`src/rtl/rsc_pkg.sv`:
```
// Purpose: Shared constants and types of the reset source control block.
// Assumes: 40 MHz system clock, APB register access with 32-bit data.
// Notes:   Long counts are defaults for top-level parameters.
package rsc_pkg;

	// Clock rate and the documented times in their own units.
	localparam int CLK_MHZ        = 40;
	localparam int MCD_TIMEOUT_US = 220;
	localparam int POR_DELAY_MS   = 100;
	localparam int US_PER_MS      = 1000;
	localparam int MCD_CYCLES_DEF = MCD_TIMEOUT_US * CLK_MHZ;
	localparam int POR_CYCLES_DEF = POR_DELAY_MS * US_PER_MS * CLK_MHZ;

	// Hold count of an internal (pin not driven) system reset; the pulse lasts one cycle more.
	localparam int INT_RST_CYCLES = 4;

	// Down-counter width; holds the power-on delay count.
	localparam int TMR_W = 22;
	localparam logic [TMR_W-1:0] TMR_ZERO = 22'h000000;
	localparam logic [TMR_W-1:0] TMR_ONE  = 22'h000001;

	// Register byte addresses on the APB.
	localparam int          ADDR_W    = 8;
	localparam logic [7:0]  ADDR_RCE  = 8'h00;
	localparam logic [7:0]  ADDR_STS  = 8'h04;
	localparam logic [7:0]  ADDR_MASK = 8'h08;

	// Bit positions of the reset_cause_and_enable register.
	localparam int B_PIN  = 0;
	localparam int B_POR  = 1;
	localparam int B_MCD  = 2;
	localparam int B_WDT  = 3;
	localparam int B_SW   = 4;
	localparam int B_COMP = 5;
	localparam int CAUSE_W = 6;

	// One-hot cause codes; status and mask share this layout.
	localparam logic [CAUSE_W-1:0] CAUSE_PIN  = 6'h01;
	localparam logic [CAUSE_W-1:0] CAUSE_POR  = 6'h02;
	localparam logic [CAUSE_W-1:0] CAUSE_MCD  = 6'h04;
	localparam logic [CAUSE_W-1:0] CAUSE_WDT  = 6'h08;
	localparam logic [CAUSE_W-1:0] CAUSE_SW   = 6'h10;
	localparam logic [CAUSE_W-1:0] CAUSE_COMP = 6'h20;
	localparam logic [CAUSE_W-1:0] CAUSE_NONE = 6'h00;

	// Reset values.
	localparam logic [CAUSE_W-1:0] STS_RST  = 6'h02;
	localparam logic [CAUSE_W-1:0] MASK_RST = 6'h00;

	// Reset sequencer states.
	typedef enum logic [1:0] {ST_POR, ST_INT, ST_PIN, ST_RUN} rsc_state_e;

endpackage

```
`src/rtl/rsc_tmr_if.sv`:
```
// Purpose: Carries load, enable and expiry between sequencer and timer.
// Assumes: One clock domain.
// Notes:   The count width is fixed by the package.
`timescale 1ns/1ps
interface rsc_tmr_if
	import rsc_pkg::*;
();
	logic             load;
	logic [TMR_W-1:0] load_val;
	logic             en;
	logic             expired;

	modport ctrl (output load, output load_val, output en, input expired);
	modport cnt  (input load, input load_val, input en, output expired);
endinterface

```
`src/rtl/rsc_ctrl.sv`:
```
// Purpose: Reset source register, reset sequencing and reset pin drive.
// Assumes: All inputs synchronous to CLK; SYS_RST is the power-up reset.
// Notes:   APB slave answers with one wait-free access phase.
// What this block does
// - Bit 5 write enables comparator low reset.
// - Bit 2 enables clock detector, reads its flag.
// - Detector resets after clock absent for timeout.
// - Bit 1 selects supply monitor, not power.
// - Bit 1 reads 1 after any power-on reset.
// - Other flags undefined while power-on flag set.
// - Bit 0 write 1 forces power-on, pin low.
// - Bit 0 reads 1 after reset pin reset.
// - Power-on holds reset pin low for delay.
`timescale 1ns/1ps
module rsc_ctrl
	import rsc_pkg::*;
#(
	parameter int MCD_CYCLES = MCD_CYCLES_DEF,
	parameter int POR_CYCLES = POR_CYCLES_DEF
)
(
	input  wire logic              CLK,
	input  wire logic              SYS_RST,
	input  wire logic              PSEL,
	input  wire logic              PENABLE,
	input  wire logic              PWRITE,
	input  wire logic [ADDR_W-1:0] PADDR,
	input  wire logic [31:0]       PWDATA,
	output logic      [31:0]       PRDATA,
	output logic                   PREADY,
	output logic                   PSLVERR,
	input  wire logic              COMP_OUT,
	input  wire logic              WDT_TIMEOUT,
	input  wire logic              SUPPLY_LOW,
	input  wire logic              SUPPLY_MONITOR_ENABLE_PIN,
	input  wire logic              CORE_CLK_TICK,
	input  wire logic              RST_PIN_IN,
	output logic                   RST_PIN_OUT,
	output logic                   RST_PIN_OE,
	output logic                   SYS_RESET_OUT,
	output logic                   IRQ
);
	localparam logic [TMR_W-1:0] POR_LOAD = TMR_W'(POR_CYCLES);
	localparam logic [TMR_W-1:0] MCD_LOAD = TMR_W'(MCD_CYCLES);
	localparam logic [TMR_W-1:0] INT_LOAD = TMR_W'(INT_RST_CYCLES);
	rsc_state_e           state_q, state_d;
	logic [CAUSE_W-1:0]   cause_q, cause_d, sts_q, mask_q;
	logic                 comp_en_q, mcd_en_q, mon_sel_q;
	logic                 cause_load, clr_en, st_run;
	logic                 pready_q, pslverr_q, pin_oe_q, pin_out_q;
	logic                 sys_reset_q, irq_q;
	logic [31:0]          prdata_q, rd_mux;
	logic                 setup, acc_done, addr_hit;
	logic                 wr_rce, wr_mask, rd_sts;
	logic                 force_por, sw_trig, por_trig, pin_trig;
	logic                 mcd_trig, wdt_trig, comp_trig;
	rsc_tmr_if hold_if ();
	rsc_tmr_if mcd_if ();

	// Hold timer times both the power-on delay and internal pulses.
	rsc_timer #(.INIT(POR_LOAD)) u_hold_tmr
	(
		.clk (CLK),
		.rst (SYS_RST),
		.tmr (hold_if)
	);

	// Missing clock detector: reloaded by every core clock tick.
	rsc_timer #(.INIT(MCD_LOAD)) u_mcd_tmr
	(
		.clk (CLK),
		.rst (SYS_RST),
		.tmr (mcd_if)
	);

	// APB decode; the answer comes in the first access cycle.
	assign setup    = PSEL && !PENABLE;
	assign acc_done = PSEL && PENABLE && pready_q;
	assign addr_hit = (PADDR == ADDR_RCE) || (PADDR == ADDR_STS)
		|| (PADDR == ADDR_MASK);
	assign wr_rce   = acc_done && PWRITE && (PADDR == ADDR_RCE);
	assign wr_mask  = acc_done && PWRITE && (PADDR == ADDR_MASK);
	assign rd_sts   = acc_done && !PWRITE && (PADDR == ADDR_STS);

	// Reads of the cause register show flags, not the enables.
	always_comb
	begin
		rd_mux = 32'h00000000;
		case (PADDR)
			ADDR_RCE:  rd_mux[CAUSE_W-1:0] = cause_q;
			ADDR_STS:  rd_mux[CAUSE_W-1:0] = sts_q;
			ADDR_MASK: rd_mux[CAUSE_W-1:0] = mask_q;
			default:   rd_mux = 32'h00000000;
		endcase
	end

	// Bus answer registers, loaded in the setup cycle.
	always_ff @(posedge CLK or posedge SYS_RST)
	begin
		if (SYS_RST)
		begin
			pready_q  <= 1'b0;
			pslverr_q <= 1'b0;
			prdata_q  <= 32'h00000000;
		end
		else
		begin
			pready_q  <= setup;
			pslverr_q <= setup && !addr_hit;
			prdata_q  <= (setup && !PWRITE) ? rd_mux : 32'h00000000;
		end
	end

	// Reset source triggers; the enables gate each optional source.
	assign st_run    = (state_q == ST_RUN);
	assign force_por = wr_rce && PWDATA[B_PIN];
	assign sw_trig   = wr_rce && PWDATA[B_SW];
	assign por_trig  = force_por || (SUPPLY_MONITOR_ENABLE_PIN
		&& mon_sel_q && SUPPLY_LOW);
	assign pin_trig  = !RST_PIN_IN;
	assign mcd_trig  = mcd_en_q && mcd_if.expired;
	assign wdt_trig  = WDT_TIMEOUT;
	assign comp_trig = comp_en_q && !COMP_OUT;

	// The detector is only armed while enabled and the system runs.
	assign mcd_if.load     = CORE_CLK_TICK || !mcd_en_q || !st_run;
	assign mcd_if.load_val = MCD_LOAD;
	assign mcd_if.en       = 1'b1;

	// Sequencer: power-on type resets win over everything, even mid-hold.
	always_comb
	begin
		state_d          = state_q;
		cause_d          = cause_q;
		cause_load       = 1'b0;
		clr_en           = 1'b0;
		hold_if.load     = 1'b0;
		hold_if.load_val = INT_LOAD;
		if (por_trig)
		begin
			state_d          = ST_POR;
			cause_d          = CAUSE_POR;
			cause_load       = 1'b1;
			hold_if.load     = 1'b1;
			hold_if.load_val = POR_LOAD;
		end
		else
		begin
			case (state_q)
				ST_RUN:
				begin
					cause_load   = pin_trig || mcd_trig || wdt_trig
						|| comp_trig || sw_trig;
					hold_if.load = cause_load;
					if (pin_trig)
					begin
						state_d = ST_PIN;
						cause_d = CAUSE_PIN;
					end
					else if (mcd_trig)
					begin
						state_d = ST_INT;
						cause_d = CAUSE_MCD;
					end
					else if (wdt_trig)
					begin
						state_d = ST_INT;
						cause_d = CAUSE_WDT;
					end
					else if (comp_trig)
					begin
						state_d = ST_INT;
						cause_d = CAUSE_COMP;
					end
					else if (sw_trig)
					begin
						state_d = ST_INT;
						cause_d = CAUSE_SW;
					end
				end
				ST_POR, ST_INT:
					if (hold_if.expired)
						state_d = ST_RUN;
				ST_PIN:
					if (RST_PIN_IN)
						state_d = ST_RUN;
				default:
					state_d = ST_POR;
			endcase
		end
		clr_en = cause_load;
	end

	assign hold_if.en = (state_q == ST_POR) || (state_q == ST_INT);

	// State and cause flags; only one cause bit is ever set at a time.
	always_ff @(posedge CLK or posedge SYS_RST)
	begin
		if (SYS_RST)
		begin
			state_q <= ST_POR;
			cause_q <= CAUSE_POR;
		end
		else
		begin
			state_q <= state_d;
			cause_q <= cause_d;
		end
	end

	// Enables clear on any reset the block starts; the monitor select
	// survives so the supply monitor stays a source unless deselected.
	always_ff @(posedge CLK or posedge SYS_RST)
	begin
		if (SYS_RST)
		begin
			comp_en_q <= 1'b0;
			mcd_en_q  <= 1'b0;
			mon_sel_q <= 1'b1;
		end
		else if (clr_en)
		begin
			comp_en_q <= 1'b0;
			mcd_en_q  <= 1'b0;
		end
		else if (wr_rce)
		begin
			comp_en_q <= PWDATA[B_COMP];
			mcd_en_q  <= PWDATA[B_MCD];
			mon_sel_q <= PWDATA[B_POR];
		end
	end

	// Sticky status: only the bits returned by the read are cleared,
	// so an event landing during the read is kept.
	always_ff @(posedge CLK or posedge SYS_RST)
	begin
		if (SYS_RST)
			sts_q <= STS_RST;
		else
			sts_q <= (sts_q & ~(rd_sts ? prdata_q[CAUSE_W-1:0]
				: CAUSE_NONE)) | (cause_load ? cause_d : CAUSE_NONE);
	end

	// Interrupt mask.
	always_ff @(posedge CLK or posedge SYS_RST)
	begin
		if (SYS_RST)
			mask_q <= MASK_RST;
		else if (wr_mask)
			mask_q <= PWDATA[CAUSE_W-1:0];
	end

	// Registered outputs; the pin is driven only in the power-on hold.
	always_ff @(posedge CLK or posedge SYS_RST)
	begin
		if (SYS_RST)
		begin
			pin_oe_q    <= 1'b1;
			pin_out_q   <= 1'b0;
			sys_reset_q <= 1'b1;
			irq_q       <= 1'b0;
		end
		else
		begin
			pin_oe_q    <= (state_d == ST_POR);
			pin_out_q   <= 1'b0;
			sys_reset_q <= (state_d != ST_RUN);
			irq_q       <= |(sts_q & mask_q);
		end
	end

	assign PRDATA        = prdata_q;
	assign PREADY        = pready_q;
	assign PSLVERR       = pslverr_q;
	assign RST_PIN_OUT   = pin_out_q;
	assign RST_PIN_OE    = pin_oe_q;
	assign SYS_RESET_OUT = sys_reset_q;
	assign IRQ           = irq_q;

	// Helper counters for the timing checks below.
	logic [TMR_W:0] por_len_q;
	logic [TMR_W:0] idle_q;
	always_ff @(posedge CLK or posedge SYS_RST)
	begin
		if (SYS_RST)
		begin
			por_len_q <= '0;
			idle_q    <= '0;
		end
		else
		begin
			por_len_q <= pin_oe_q ? por_len_q + 1'b1 : '0;
			idle_q    <= (st_run && mcd_en_q && !CORE_CLK_TICK)
				? idle_q + 1'b1 : '0;
		end
	end
endmodule // rsc_ctrl

```
`src/rtl/rsc_timer.sv`:
```
// Purpose: Loadable down-counter that flags when it has reached zero.
// Assumes: Load wins over counting.
// Notes:   Stops at zero; the reset value comes from a parameter.
`timescale 1ns/1ps
module rsc_timer
	import rsc_pkg::*;
#(
	parameter logic [TMR_W-1:0] INIT = TMR_ZERO
)
(
	input wire logic clk,
	input wire logic rst,
	rsc_tmr_if.cnt   tmr
);
	logic [TMR_W-1:0] cnt_q;

	// Count down while enabled; a load restarts the interval.
	always_ff @(posedge clk or posedge rst)
	begin
		if (rst)
			cnt_q <= INIT;
		else if (tmr.load)
			cnt_q <= tmr.load_val;
		else if (tmr.en && cnt_q != TMR_ZERO)
			cnt_q <= cnt_q - TMR_ONE;
	end

	assign tmr.expired = (cnt_q == TMR_ZERO);
endmodule // rsc_timer

```
`config.mk`:
```
export PLATFORM = sky130hd
export DESIGN_NAME = rsc_ctrl
export DESIGN_NICKNAME = d
export VERILOG_FILES = /design/src/rtl/rsc_pkg.sv /design/src/rtl/rsc_tmr_if.sv /design/src/rtl/rsc_ctrl.sv /design/src/rtl/rsc_timer.sv
export SDC_FILE = /design/constraint.sdc
export NUM_CORES = 1
export LEC_CHECK = 0
export BUFFER_PORTS_ARGS = -buffer_cell sky130_fd_sc_hd__buf_4
export CAP_MARGIN = 15
export CORE_MARGIN = 3
export CORE_UTILIZATION = 50
export DETAILED_ROUTE_END_ITERATION = 10
export GPL_ROUTABILITY_DRIVEN = 0
export PLACE_DENSITY = 0.83
export SLEW_MARGIN = 20
export SYNTH_ARGS = -nofsm -noshare
export SYNTH_HDL_FRONTEND = slang
export SYNTH_SLANG_ARGS = --single-unit
```
`constraint.sdc`:
```
create_clock -name CLK -period 2.05 [get_ports CLK]
set_input_delay 0 -clock CLK [delete_from_list [all_inputs] [get_ports CLK]]
set_output_delay 0 -clock CLK [all_outputs]
set_load 0.01 [all_outputs]
```
==> run metrics, run 1 <==
Critical Path Source Type register; total track usage 0.228; Slew headroom 0.653; Worst path max stage delay around 0.6 ns; die width 99.3 microns; Antenna Nets Post-Route 0; I/O pins 89; Synth async-reset ratio 1.00; Worst Skew around 0.018 ns; Crit Path Max Fanout 5; post-layout util 0.666; Gate Count Post-Synth 451; n_diodes 0; syn_area_per_cell roughly 9.6 sq um; initial drt markers 305; CTS sink count 78; Register Area 1970 sq um; CTS tree yes; top cells by count, synth dfrtp_1 (62), nor2_1 (39), buf_4 (29); Seq cells post-synth between 70 and 80; fin. max-slew vios 0; Nets between 600 and 700; post-DR wirelength/cell 16.8 microns; RSZ-0062 raised after global routing yes; Root Buffer clkbuf_8; worst min path class input port to register; Vias/cell just under 6; status finished with violations; Final min period roughly 2.1 ns; worst r2r src u_hold_tmr.cnt_q[4]; DR vias 3948; DP Area 4950 sq um; Yosys cell types a little over 60; hold path startpoint PADDR[3]; hpwl dp 7510 microns; Pleak 2.44 nW; Max VDD drop 0.000337 V; number of flops mapped to enable cells by yosys 0; H-tree levels 3; Worst path slowest cell or4_4; MaxCap Viol Count 0; Final Hold Viols 0; CP top delay family simple AND/OR/NAND/NOR gates; most common cell in the netlist dfrtp_1; # port buffers 35; largest net degree at the start of global routing 79; Syn Std Cell Area 4350 sq um; ratio of cells with drive above 1 in the final layout 0.314; Pwr Total between 3 and 4 mW; crit path kind register to register; Setup WS post-layout -0.0313 ns; total length of routed wires 11200 microns; die area approximately 9900 sq um; Worst-path clk slew ~0.080 ns; hold depth 4; main flop type after synthesis dfrtp_1; Critical Path RT ~2.3 ns; Core Footprint 8340 sq um; CP cell instances or4_4 > nor2_4 > buf_6 > o211ai_1 > buf_4 > o31a_1 > o211a_1; Seq/Total Area, Yosys 0.453; dpl cells 622; global-route wire length before repair 18300 microns; Rows 33; fin crit share 1.02; design area 5550 sq um; Fillers 594; Non-Filler Instances about 670; CP bufs+invs 2; CTS buffer count 9; Residual DRC 0; Skew-Pair Late Insertion Delay 0.36 ns; WP data arrival 2.34 ns; power density over cell area 632 nW/um^2; area share of the largest cell type after synthesis 0.357; fmax around 480 MHz; Longest Clk Path Bufs 2; final setup fails 2; FF-to-FF End u_hold_tmr.cnt_q[9]; vias in the first global route 3907; Initial Utilization 0.522; Chip Height 99.3 microns; critical path capture point type register; post-synth top area cell dfrtp_1; hold endpoint PRDATA[0]; top cells by area, synth dfrtp_1 (36%), dfstp_2 (9.7%), buf_4 (5.0%), nor2_1 (3.4%), o21ai_0 (3.1%); Worst R2R Path Depth 7; initial antenna violation count 0; Ys Warns 0; Place WS -0.0744 ns; area grow syn2layout 27.7%; total congestion overflow 0; footprint of the multi-input gates 2320 sq um; R2R Setup Slk -0.03 ns; failing checks negative setup slack; DRT Pass-1 Iters 5; Worst-Margin Slew 0.520 ns
state kept, by name, indices dropped and copies added, names as in the netlist:
name,cells
u_hold_tmr.cnt_q,22
u_mcd_tmr.cnt_q,22
PRDATA,6
cause_q,6
mask_q,6
sts_q,6
state_q,2
IRQ,1
PREADY,1
PSLVERR,1
RST_PIN_OE,1
SYS_RESET_OUT,1
comp_en_q,1
mcd_en_q,1
mon_sel_q,1
report_power, final:
part / internal, mW / switching [mW]
sequential: 1.66 / 0.143
clock: 0.439 / 0.549
combinational: 0.361 / 0.359
total: 2.46 / 1.05
cell usage in the layout, fill, tap and decap left out, types with 4 or more instances in the layout:
cell type / n
inv_1: 11
a21o_1: 4
nor4_4: 4
buf_6: 7
nor3_1: 11
mux2_2: 7
nor4_1: 10
o211ai_1: 9
nand3_1: 12
clkbuf_8: 9
o21ai_0: 25
nand4_1: 9
dlygate4sd3_1: 15
a21oi_1: 20
or3_1: 10
or4_1: 7
dfrtp_1: 62
xnor2_1: 11
conb_1: 27
mux2i_1: 8
a211oi_1: 6
nor3_2: 4
and3_1: 8
o31ai_1: 8
nor4_2: 4
buf_4: 91
dfstp_2: 16
nor2_1: 38
or4_4: 6
xor2_1: 8
nand2_1: 20
clkbuf_1: 5
what timing repair did:
item,CTS,global route
pin swaps,4,16
gates resized for setup,7,36
cloned,0,2
endpoints found under the hold margin,79,0
setup buffers,3,10
setup endpoints to repair,26,38
hold buffers,15,0
per-layer routing:
layer / vias to the layer above / share of wire / global-route usage / wire length, microns
li1: 1840 / - / - / -
met1: 1890 / 0.40 / 0.298 / 4520
met2: 185 / 0.50 / 0.377 / 5630
met3: 33 / 0.068 / 0.0344 / 767
met4: 0 / 0.026 / 0.102 / 297
met5: - / 0 / 0 / 0
worst max path at each step:
stage	from	to	slack (ns)	depth (start not counted)
after floorplan	u_mcd_tmr.cnt_q[12]	u_mcd_tmr.cnt_q[20]	0.02	5
after global placement	u_mcd_tmr.cnt_q[0]	u_mcd_tmr.cnt_q[17]	0.009	7
after detailed placement	u_mcd_tmr.cnt_q[0]	comp_en_q	-0.07	8
after CTS	u_hold_tmr.cnt_q[5]	u_hold_tmr.cnt_q[21]	0.002	6
after global routing	u_hold_tmr.cnt_q[4]	u_hold_tmr.cnt_q[9]	-0.12	7
final	u_hold_tmr.cnt_q[4]	u_hold_tmr.cnt_q[9]	-0.03	7
final cells by class:
type	count	area share
Clock inverter	2	0.00180
Tap cell	105	0.0237
Sequential cell	78	0.355
Inverter	12	0.00811
Clock buffer	14	0.0257
Timing Repair Buffer	115	0.169
Multi-Input combinational cell	342	0.417
worst register-to-register path, stage by stage, from the launching register on:
cell      delay [ns]
dfrtp_1         0.39
or4_4           0.60
nor2_4          0.14
buf_6           0.11
o211ai_1        0.11
buf_4           0.19
o31a_1          0.23
o211a_1         0.22
per-stage QoR:
step / hold slack [ns] / TNS (ns)
floorplan: 0.0962 / 0
global placement: 0.128 / 0
detailed placement: 0.136 / -0.919
CTS: 0.0148 / 0
global route: 0.0700 / -1.35
finish: 0.0332 / -0.0477
logic make-up (layout without fill, tap and decap cells):
family          count (synthesis)  count (layout)  share of synthesized area
other cells                     1              27                   0.000862
flops                          78              78                      0.453
xor+xnor                       19              19                     0.0383
simple gates                  170             170                      0.223
compound gates                107             107                      0.162
fa+ha+maj                       4               4                     0.0115
mux                            15              15                     0.0365
buf+inv                        57             143                     0.0748
(Power assumes the default switching activity.)
==> inputs of run 2 (changes only) <==
Settings changed: BUFFER_PORTS_ARGS -buffer_cell sky130_fd_sc_hd__buf_4 to -buffer_cell sky130_fd_sc_hd__buf_2.
==> run 2 against run 1 <==
Compared with the run above:
- the flow still finishes with violations (negative setup slack)
- sequential power is essentially flat
- worst setup slack lost 0.0099 ns
- die area unchanged
- sequential share of layout area grew 0.80 points
- final area decreased by 2.2%
- count of clock-buffer cells in the layout is 3 lower
- power increased by 5.5%
- global-route usage increased by 0.45 points
- clock power is 20% higher
- utilization decreased by 1.5 points
==> run metrics, run 2 (synthesis results as in run 1) <==
Final min period 2.09 ns (was 2.08 ns); Worst-Margin Slew 0.689 ns (was 0.520 ns); footprint of the multi-input gates 2310 sq um (was 2320 sq um); Crit Path Max Fanout 3 (was 5); fmax 478 MHz (was 480 MHz); Worst-path clk slew 0.09 ns (was 0.08 ns); I/O pins 89 (unchanged); power density over cell area 682 nW/um^2 (was 632 nW/um^2); area grow syn2layout 24.8% (was 27.7%); Register Area 1970 sq um (unchanged); status finished with violations (unchanged); DR vias 4121 (was 3948); hpwl dp 7680 microns (was 7510 microns); Vias/cell 6.25 (was 5.91); die area 9860 sq um (unchanged); initial drt markers 306 (was 305); Max VDD drop 0.000368 V (was 0.000337 V); worst min path class input port to register (unchanged); CTS tree yes (unchanged); R2R Setup Slk -0.04 ns (was -0.03 ns); initial antenna violation count 0 (unchanged); Worst R2R Path Depth 5 (was 7); MaxCap Viol Count 0 (unchanged); failing checks negative setup slack (unchanged); Core Footprint 8340 sq um (unchanged); hold endpoint sts_q[5] (was PRDATA[0]); CTS sink count 78 (unchanged); setup tns final -0.261 ns (was -0.0477 ns); n_diodes 0 (unchanged); Pleak 2.38 nW (was 2.44 nW); total track usage 0.233 (was 0.228); Slew headroom 0.540 (was 0.653); crit path from u_hold_tmr.cnt_q[5] (was u_hold_tmr.cnt_q[4]); ratio of cells with drive above 1 in the final layout 0.312 (was 0.314); Longest Clk Path Bufs 2 (unchanged); Fillers 625 (was 594); H-tree levels 3 (unchanged); global-route wire length before repair 18500 microns (was 18300 microns); crit path kind register to register (unchanged); Antenna Nets Post-Route 0 (unchanged); Nets 604 (was 613); die width 99.3 microns (unchanged); fin. max-slew vios 0 (unchanged); CTS buffer count 9 (unchanged); fin crit share 1.02 (about the same); Critical Path RT 2.33 ns (was 2.31 ns); Chip Height 99.3 microns (unchanged); hold depth 3 (was 4); hold_ws 0.0480 ns (was 0.0332 ns); FF-to-FF End u_hold_tmr.cnt_q[14] (was u_hold_tmr.cnt_q[9]); worst r2r src u_hold_tmr.cnt_q[5] (was u_hold_tmr.cnt_q[4]); WP data arrival 2.37 ns (was 2.34 ns); Final Hold Viols 0 (unchanged); RSZ-0062 raised after global routing yes (unchanged); vias in the first global route 3898 (was 3907); hold path startpoint COMP_OUT (was PADDR[3]); Setup WS post-layout -0.0411 ns (was -0.0313 ns); commonest non-fill, non-tap cells in the layout dfrtp_1 (62), buf_4 (50), nor2_1 (38) (was buf_4 (91), dfrtp_1 (62), nor2_1 (38)); total length of routed wires 12300 microns (was 11200 microns); Place WS -0.0297 ns (was -0.0744 ns); Initial Utilization 0.522 (unchanged); commonest non-fill, non-tap cell in the layout dfrtp_1 (was buf_4); total congestion overflow 0 (unchanged); largest net degree at the start of global routing 33 (was 79); Critical Path Source Type register (unchanged); Top Registers u_hold_tmr.cnt_q x22, u_mcd_tmr.cnt_q x22 (unchanged); Worst Skew 0.0151 ns (was 0.0177 ns); Root Buffer clkbuf_8 (unchanged); # port buffers 35 (unchanged); Rows 33 (unchanged); critical path capture point type register (unchanged); DRT Pass-1 Iters 5 (unchanged); post-DR wirelength/cell 18.6 microns (was 16.8 microns); final setup fails 14 (was 2); Residual DRC 0 (unchanged); Skew-Pair Late Insertion Delay 0.35 ns (was 0.36 ns)
==> run 2: cell types whose count changed in the layout (fill, tap and decap cells not counted), sizes merged <==
cell,previous run,this run
bufinv,0,1
clkbuf,14,11
clkinvlp,0,2
buf,100,91
==> run 2: layout make-up <==
class / count / area share
Multi-Input combinational cell: 342 / 0.426
Sequential cell: 78 / 0.363
Timing Repair Buffer: 106 / 0.142
Clock buffer: 11 / 0.0260
Tap cell: 105 / 0.0242
Clock inverter: 5 / 0.0108
Inverter: 12 / 0.00829
==> run 2: where the power goes <==
group	leakage [nW]	switching (mW)	internal, mW
Clock	0.0955	0.598	0.597
Sequential	0.994	0.126	1.66
Combinational	1.29	0.383	0.342
Total	2.38	1.11	2.60
==> run 2: layer usage <==
layer	up-vias	global-route usage	wire length [microns]
met1	2006	0.275	4680
met4	0	0.0956	499
met3	60	0.0491	889
li1	1823	-	-
met5	-	0	0
met2	232	0.410	6180
==> run 2: how the worst max path moves through the flow <==
stage                                      end  slack, ns  depth (start not counted)
after floorplan            u_mcd_tmr.cnt_q[20]       0.02                          5
after global placement     u_mcd_tmr.cnt_q[17]       0.02                          7
after detailed placement  u_hold_tmr.cnt_q[14]      -0.03                          5
after CTS                 u_hold_tmr.cnt_q[14]     0.0004                          5
after global routing                  sts_q[3]      -0.12                          6
final                     u_hold_tmr.cnt_q[14]      -0.04                          5
==> run 2: critical path: stages (launching register included) <==
cell and delay, ns:
dfrtp_1 0.41, or4_4 0.59, nor4_4 0.26, nand2_1 0.15, or4_4 0.44, a211oi_2 0.18
==> run 2: what timing repair did <==
action                     4_1_cts  5_1_grt
setup endpoints to repair        8       39
hold endpoints to repair        42        0
pin swaps                        3       13
setup buffers                    1        4
hold buffers                    15        0
gates resized for setup          7       32
gates cloned                     0        2
==> run 2: metrics by stage <==
step / cells / cell area [sq um] / utilization / total power [mW]
4_1_cts: 653 / 5240 / 0.628 / 3.61
6_report: 659 / 5430 / 0.651 / 3.71
3_3_place_gp: 621 / 4850 / 0.582 / 2.34
5_1_grt: 659 / 5430 / 0.651 / 3.87
3_5_place_dp: 621 / 4850 / 0.582 / 2.37
2_1_floorplan: 477 / 4450 / - / 2.16
==> inputs of run 3 (changes only) <==
Settings changed: CORE_UTILIZATION 50 to 45, PLACE_DENSITY 0.83 to 0.76.
==> run 3 against run 2 <==
Compared with the run above:
- the flow still finishes with violations (negative setup slack)
- combinational power about the same
- sequential share of layout area shrank 1.1 points
- sequential power barely moved
- clock skew fell by 0.0019 ns
- worst setup slack better by 0.028 ns
- global-route usage down 3.2 points
- critical path depth did not move
- hold slack got worse by 0.0012 ns
- first-iteration DRC count decreased by 24%
- die area up 10%
- via count fell by 3.4%
- power shrank 4.4%
- critical path type unchanged
==> run metrics, run 3 (synthesis results as in run 1) <==
ratio of cells with drive above 1 in the final layout 0.339 (was 0.312); Critical Path RT 2.34 ns (was 2.33 ns); fin. max-slew vios 0 (unchanged); post-DR wirelength/cell 16.3 microns (was 18.6 microns); critical path capture point type register (unchanged); Core Footprint 9330 sq um (was 8340 sq um); CTS buffer count 9 (unchanged); # port buffers 35 (unchanged); setup tns final -0.0317 ns (was -0.261 ns); die width 104 microns (was 99.3 microns); Longest Clk Path Bufs 2 (unchanged); Critical Path Source Type register (unchanged); vias in the first global route 3850 (was 3898); Initial Utilization 0.466 (was 0.522); Rows 35 (was 33); fin crit share 1.01 (was 1.02); RSZ-0062 raised after global routing yes (unchanged); Max VDD drop 0.000325 V (was 0.000368 V); Antenna Nets Post-Route 0 (unchanged); Pleak 2.49 nW (was 2.38 nW); initial antenna violation count 0 (unchanged); Crit Path Max Fanout 3 (unchanged); global-route wire length before repair 18100 microns (was 18500 microns); final setup fails 4 (was 14); Chip Height 104 microns (was 99.3 microns); Top Registers u_hold_tmr.cnt_q x22, u_mcd_tmr.cnt_q x22 (unchanged); DR vias 3980 (was 4121); total track usage 0.201 (was 0.233); Sw Pwr 1.04 mW (was 1.11 mW); DRT Pass-1 Iters 5 (unchanged); Pint 2.50 mW (was 2.60 mW); hpwl dp 7550 microns (was 7680 microns); die area 10900 sq um (was 9860 sq um); Final Hold Viols 0 (unchanged); Final min period 2.06 ns (was 2.09 ns); Setup WS post-layout -0.0136 ns (was -0.0411 ns); sequential share of power 0.501 (was 0.482); I/O pins 89 (unchanged); Root Buffer clkbuf_8 (unchanged); largest net degree at the start of global routing 79 (was 33); CP bufs+invs 0 (unchanged); fmax 485 MHz (was 478 MHz); Residual DRC 0 (unchanged); Comb power frac 0.205 (was 0.196); Skew-Pair Late Insertion Delay 0.35 ns (about the same); CP top delay family simple AND/OR/NAND/NOR gates (unchanged); dpl cells 652 (was 621); H-tree levels 3 (unchanged); Pwr Total 3.54 mW (was 3.71 mW); Worst path slowest cell or4_1 (was or4_4); Clock power frac 0.295 (was 0.322); power density over cell area 633 nW/um^2 (was 682 nW/um^2); CP cell instances nor4_2 > and3_1 > nand4_1 > or4_1 > a31o_2 (was or4_4 > nor4_4 > nand2_1 > or4_4 > a211oi_2); Worst path max stage delay 0.46 ns (was 0.59 ns); crit path kind register to register (unchanged); failing checks negative setup slack (unchanged); Non-Filler Instances 698 (was 659); Fillers 768 (was 625); R2R Setup Slk -0.01 ns (was -0.04 ns); total congestion overflow 0 (unchanged); CTS tree yes (unchanged); Vias/cell 5.70 (was 6.25); Slew headroom 0.611 (was 0.540); worst min path class input port to register (unchanged); commonest non-fill, non-tap cell in the layout buf_4 (was dfrtp_1); CTS sink count 78 (unchanged); initial drt markers 233 (was 306); n_diodes 0 (unchanged); Worst-Margin Slew 0.578 ns (was 0.689 ns); area grow syn2layout 28.7% (was 24.8%); MaxCap Viol Count 0 (unchanged); Sw Share 0.294 (was 0.299); commonest non-fill, non-tap cells in the layout buf_4 (64), dfrtp_1 (62), nor2_1 (38) (was dfrtp_1 (62), buf_4 (50), nor2_1 (38)); total length of routed wires 11400 microns (was 12300 microns); Worst-path clk slew 0.08 ns (was 0.09 ns); Nets 620 (was 604); status finished with violations (unchanged); Worst Skew 0.0132 ns (was 0.0151 ns); WP data arrival 2.35 ns (was 2.37 ns)
-- run 3: layout make-up --
type / count / area (sq um) / area share
Clock inverter: 4 / 22.5 / 0.00402
Inverter: 12 / 45.0 / 0.00804
Clock buffer: 11 / 151 / 0.0270
Multi-Input combinational cell: 342 / 2340 / 0.418
Timing Repair Buffer: 122 / 907 / 0.162
Tap cell: 129 / 161 / 0.0288
Sequential cell: 78 / 1970 / 0.352
-- run 3: path summary, 6_finish.rpt --
check	start	endpoint	cells past startpoint
min reg2reg	cause_q[1]	cause_q[1]	1
max in group asynchronous	SYS_RST	sts_q[1]	4
min in group asynchronous	SYS_RST	u_hold_tmr.cnt_q[12]	4
max reg2reg	u_hold_tmr.cnt_q[10]	u_hold_tmr.cnt_q[19]	5
max	u_hold_tmr.cnt_q[10]	u_hold_tmr.cnt_q[19]	5
min	COMP_OUT	sts_q[5]	3
-- run 3: metrics by stage --
step	util	setup slack, ns	hold slack [ns]	instance area [sq um]
after detailed placement	0.531	-0.167	0.129	4950
after floorplan	-	0.0177	0.0962	4450
after CTS	0.574	0.00504	0.0329	5350
after global placement	0.531	-0.00547	0.124	4950
after global routing	0.600	-0.102	0.0710	5600
final	0.600	-0.0136	0.0468	5600
-- run 3: per-layer routing --
layer | global-route usage | wire length (microns)
met5 | 0 | 0
met4 | 0.0703 | 184
met3 | 0.0298 | 680
met2 | 0.350 | 5780
met1 | 0.254 | 4710
-- run 3: tightest hold or removal path: stages --
cell and delay [ns]:
buf_2 0.07, nand2b_1 0.18, o41ai_1 0.10
-- run 3: power by group through the flow --
stage	clock network (mW)	logic [mW]	registers, mW
global route	1.12	0.789	1.79
global placement	0	0.579	1.78
floorplan	0	0.374	1.79
CTS	1.06	0.657	1.77
finish	1.04	0.726	1.77
detailed placement	0	0.606	1.79
-- run 3: repair_timing --
action                     CTS  global route
hold buffers                15             0
setup buffers                4             9
setup endpoints to repair   27            32
pin swaps                    5            18
gates cloned                 0             3
gates resized for setup     11            34
hold endpoints to repair    80             0
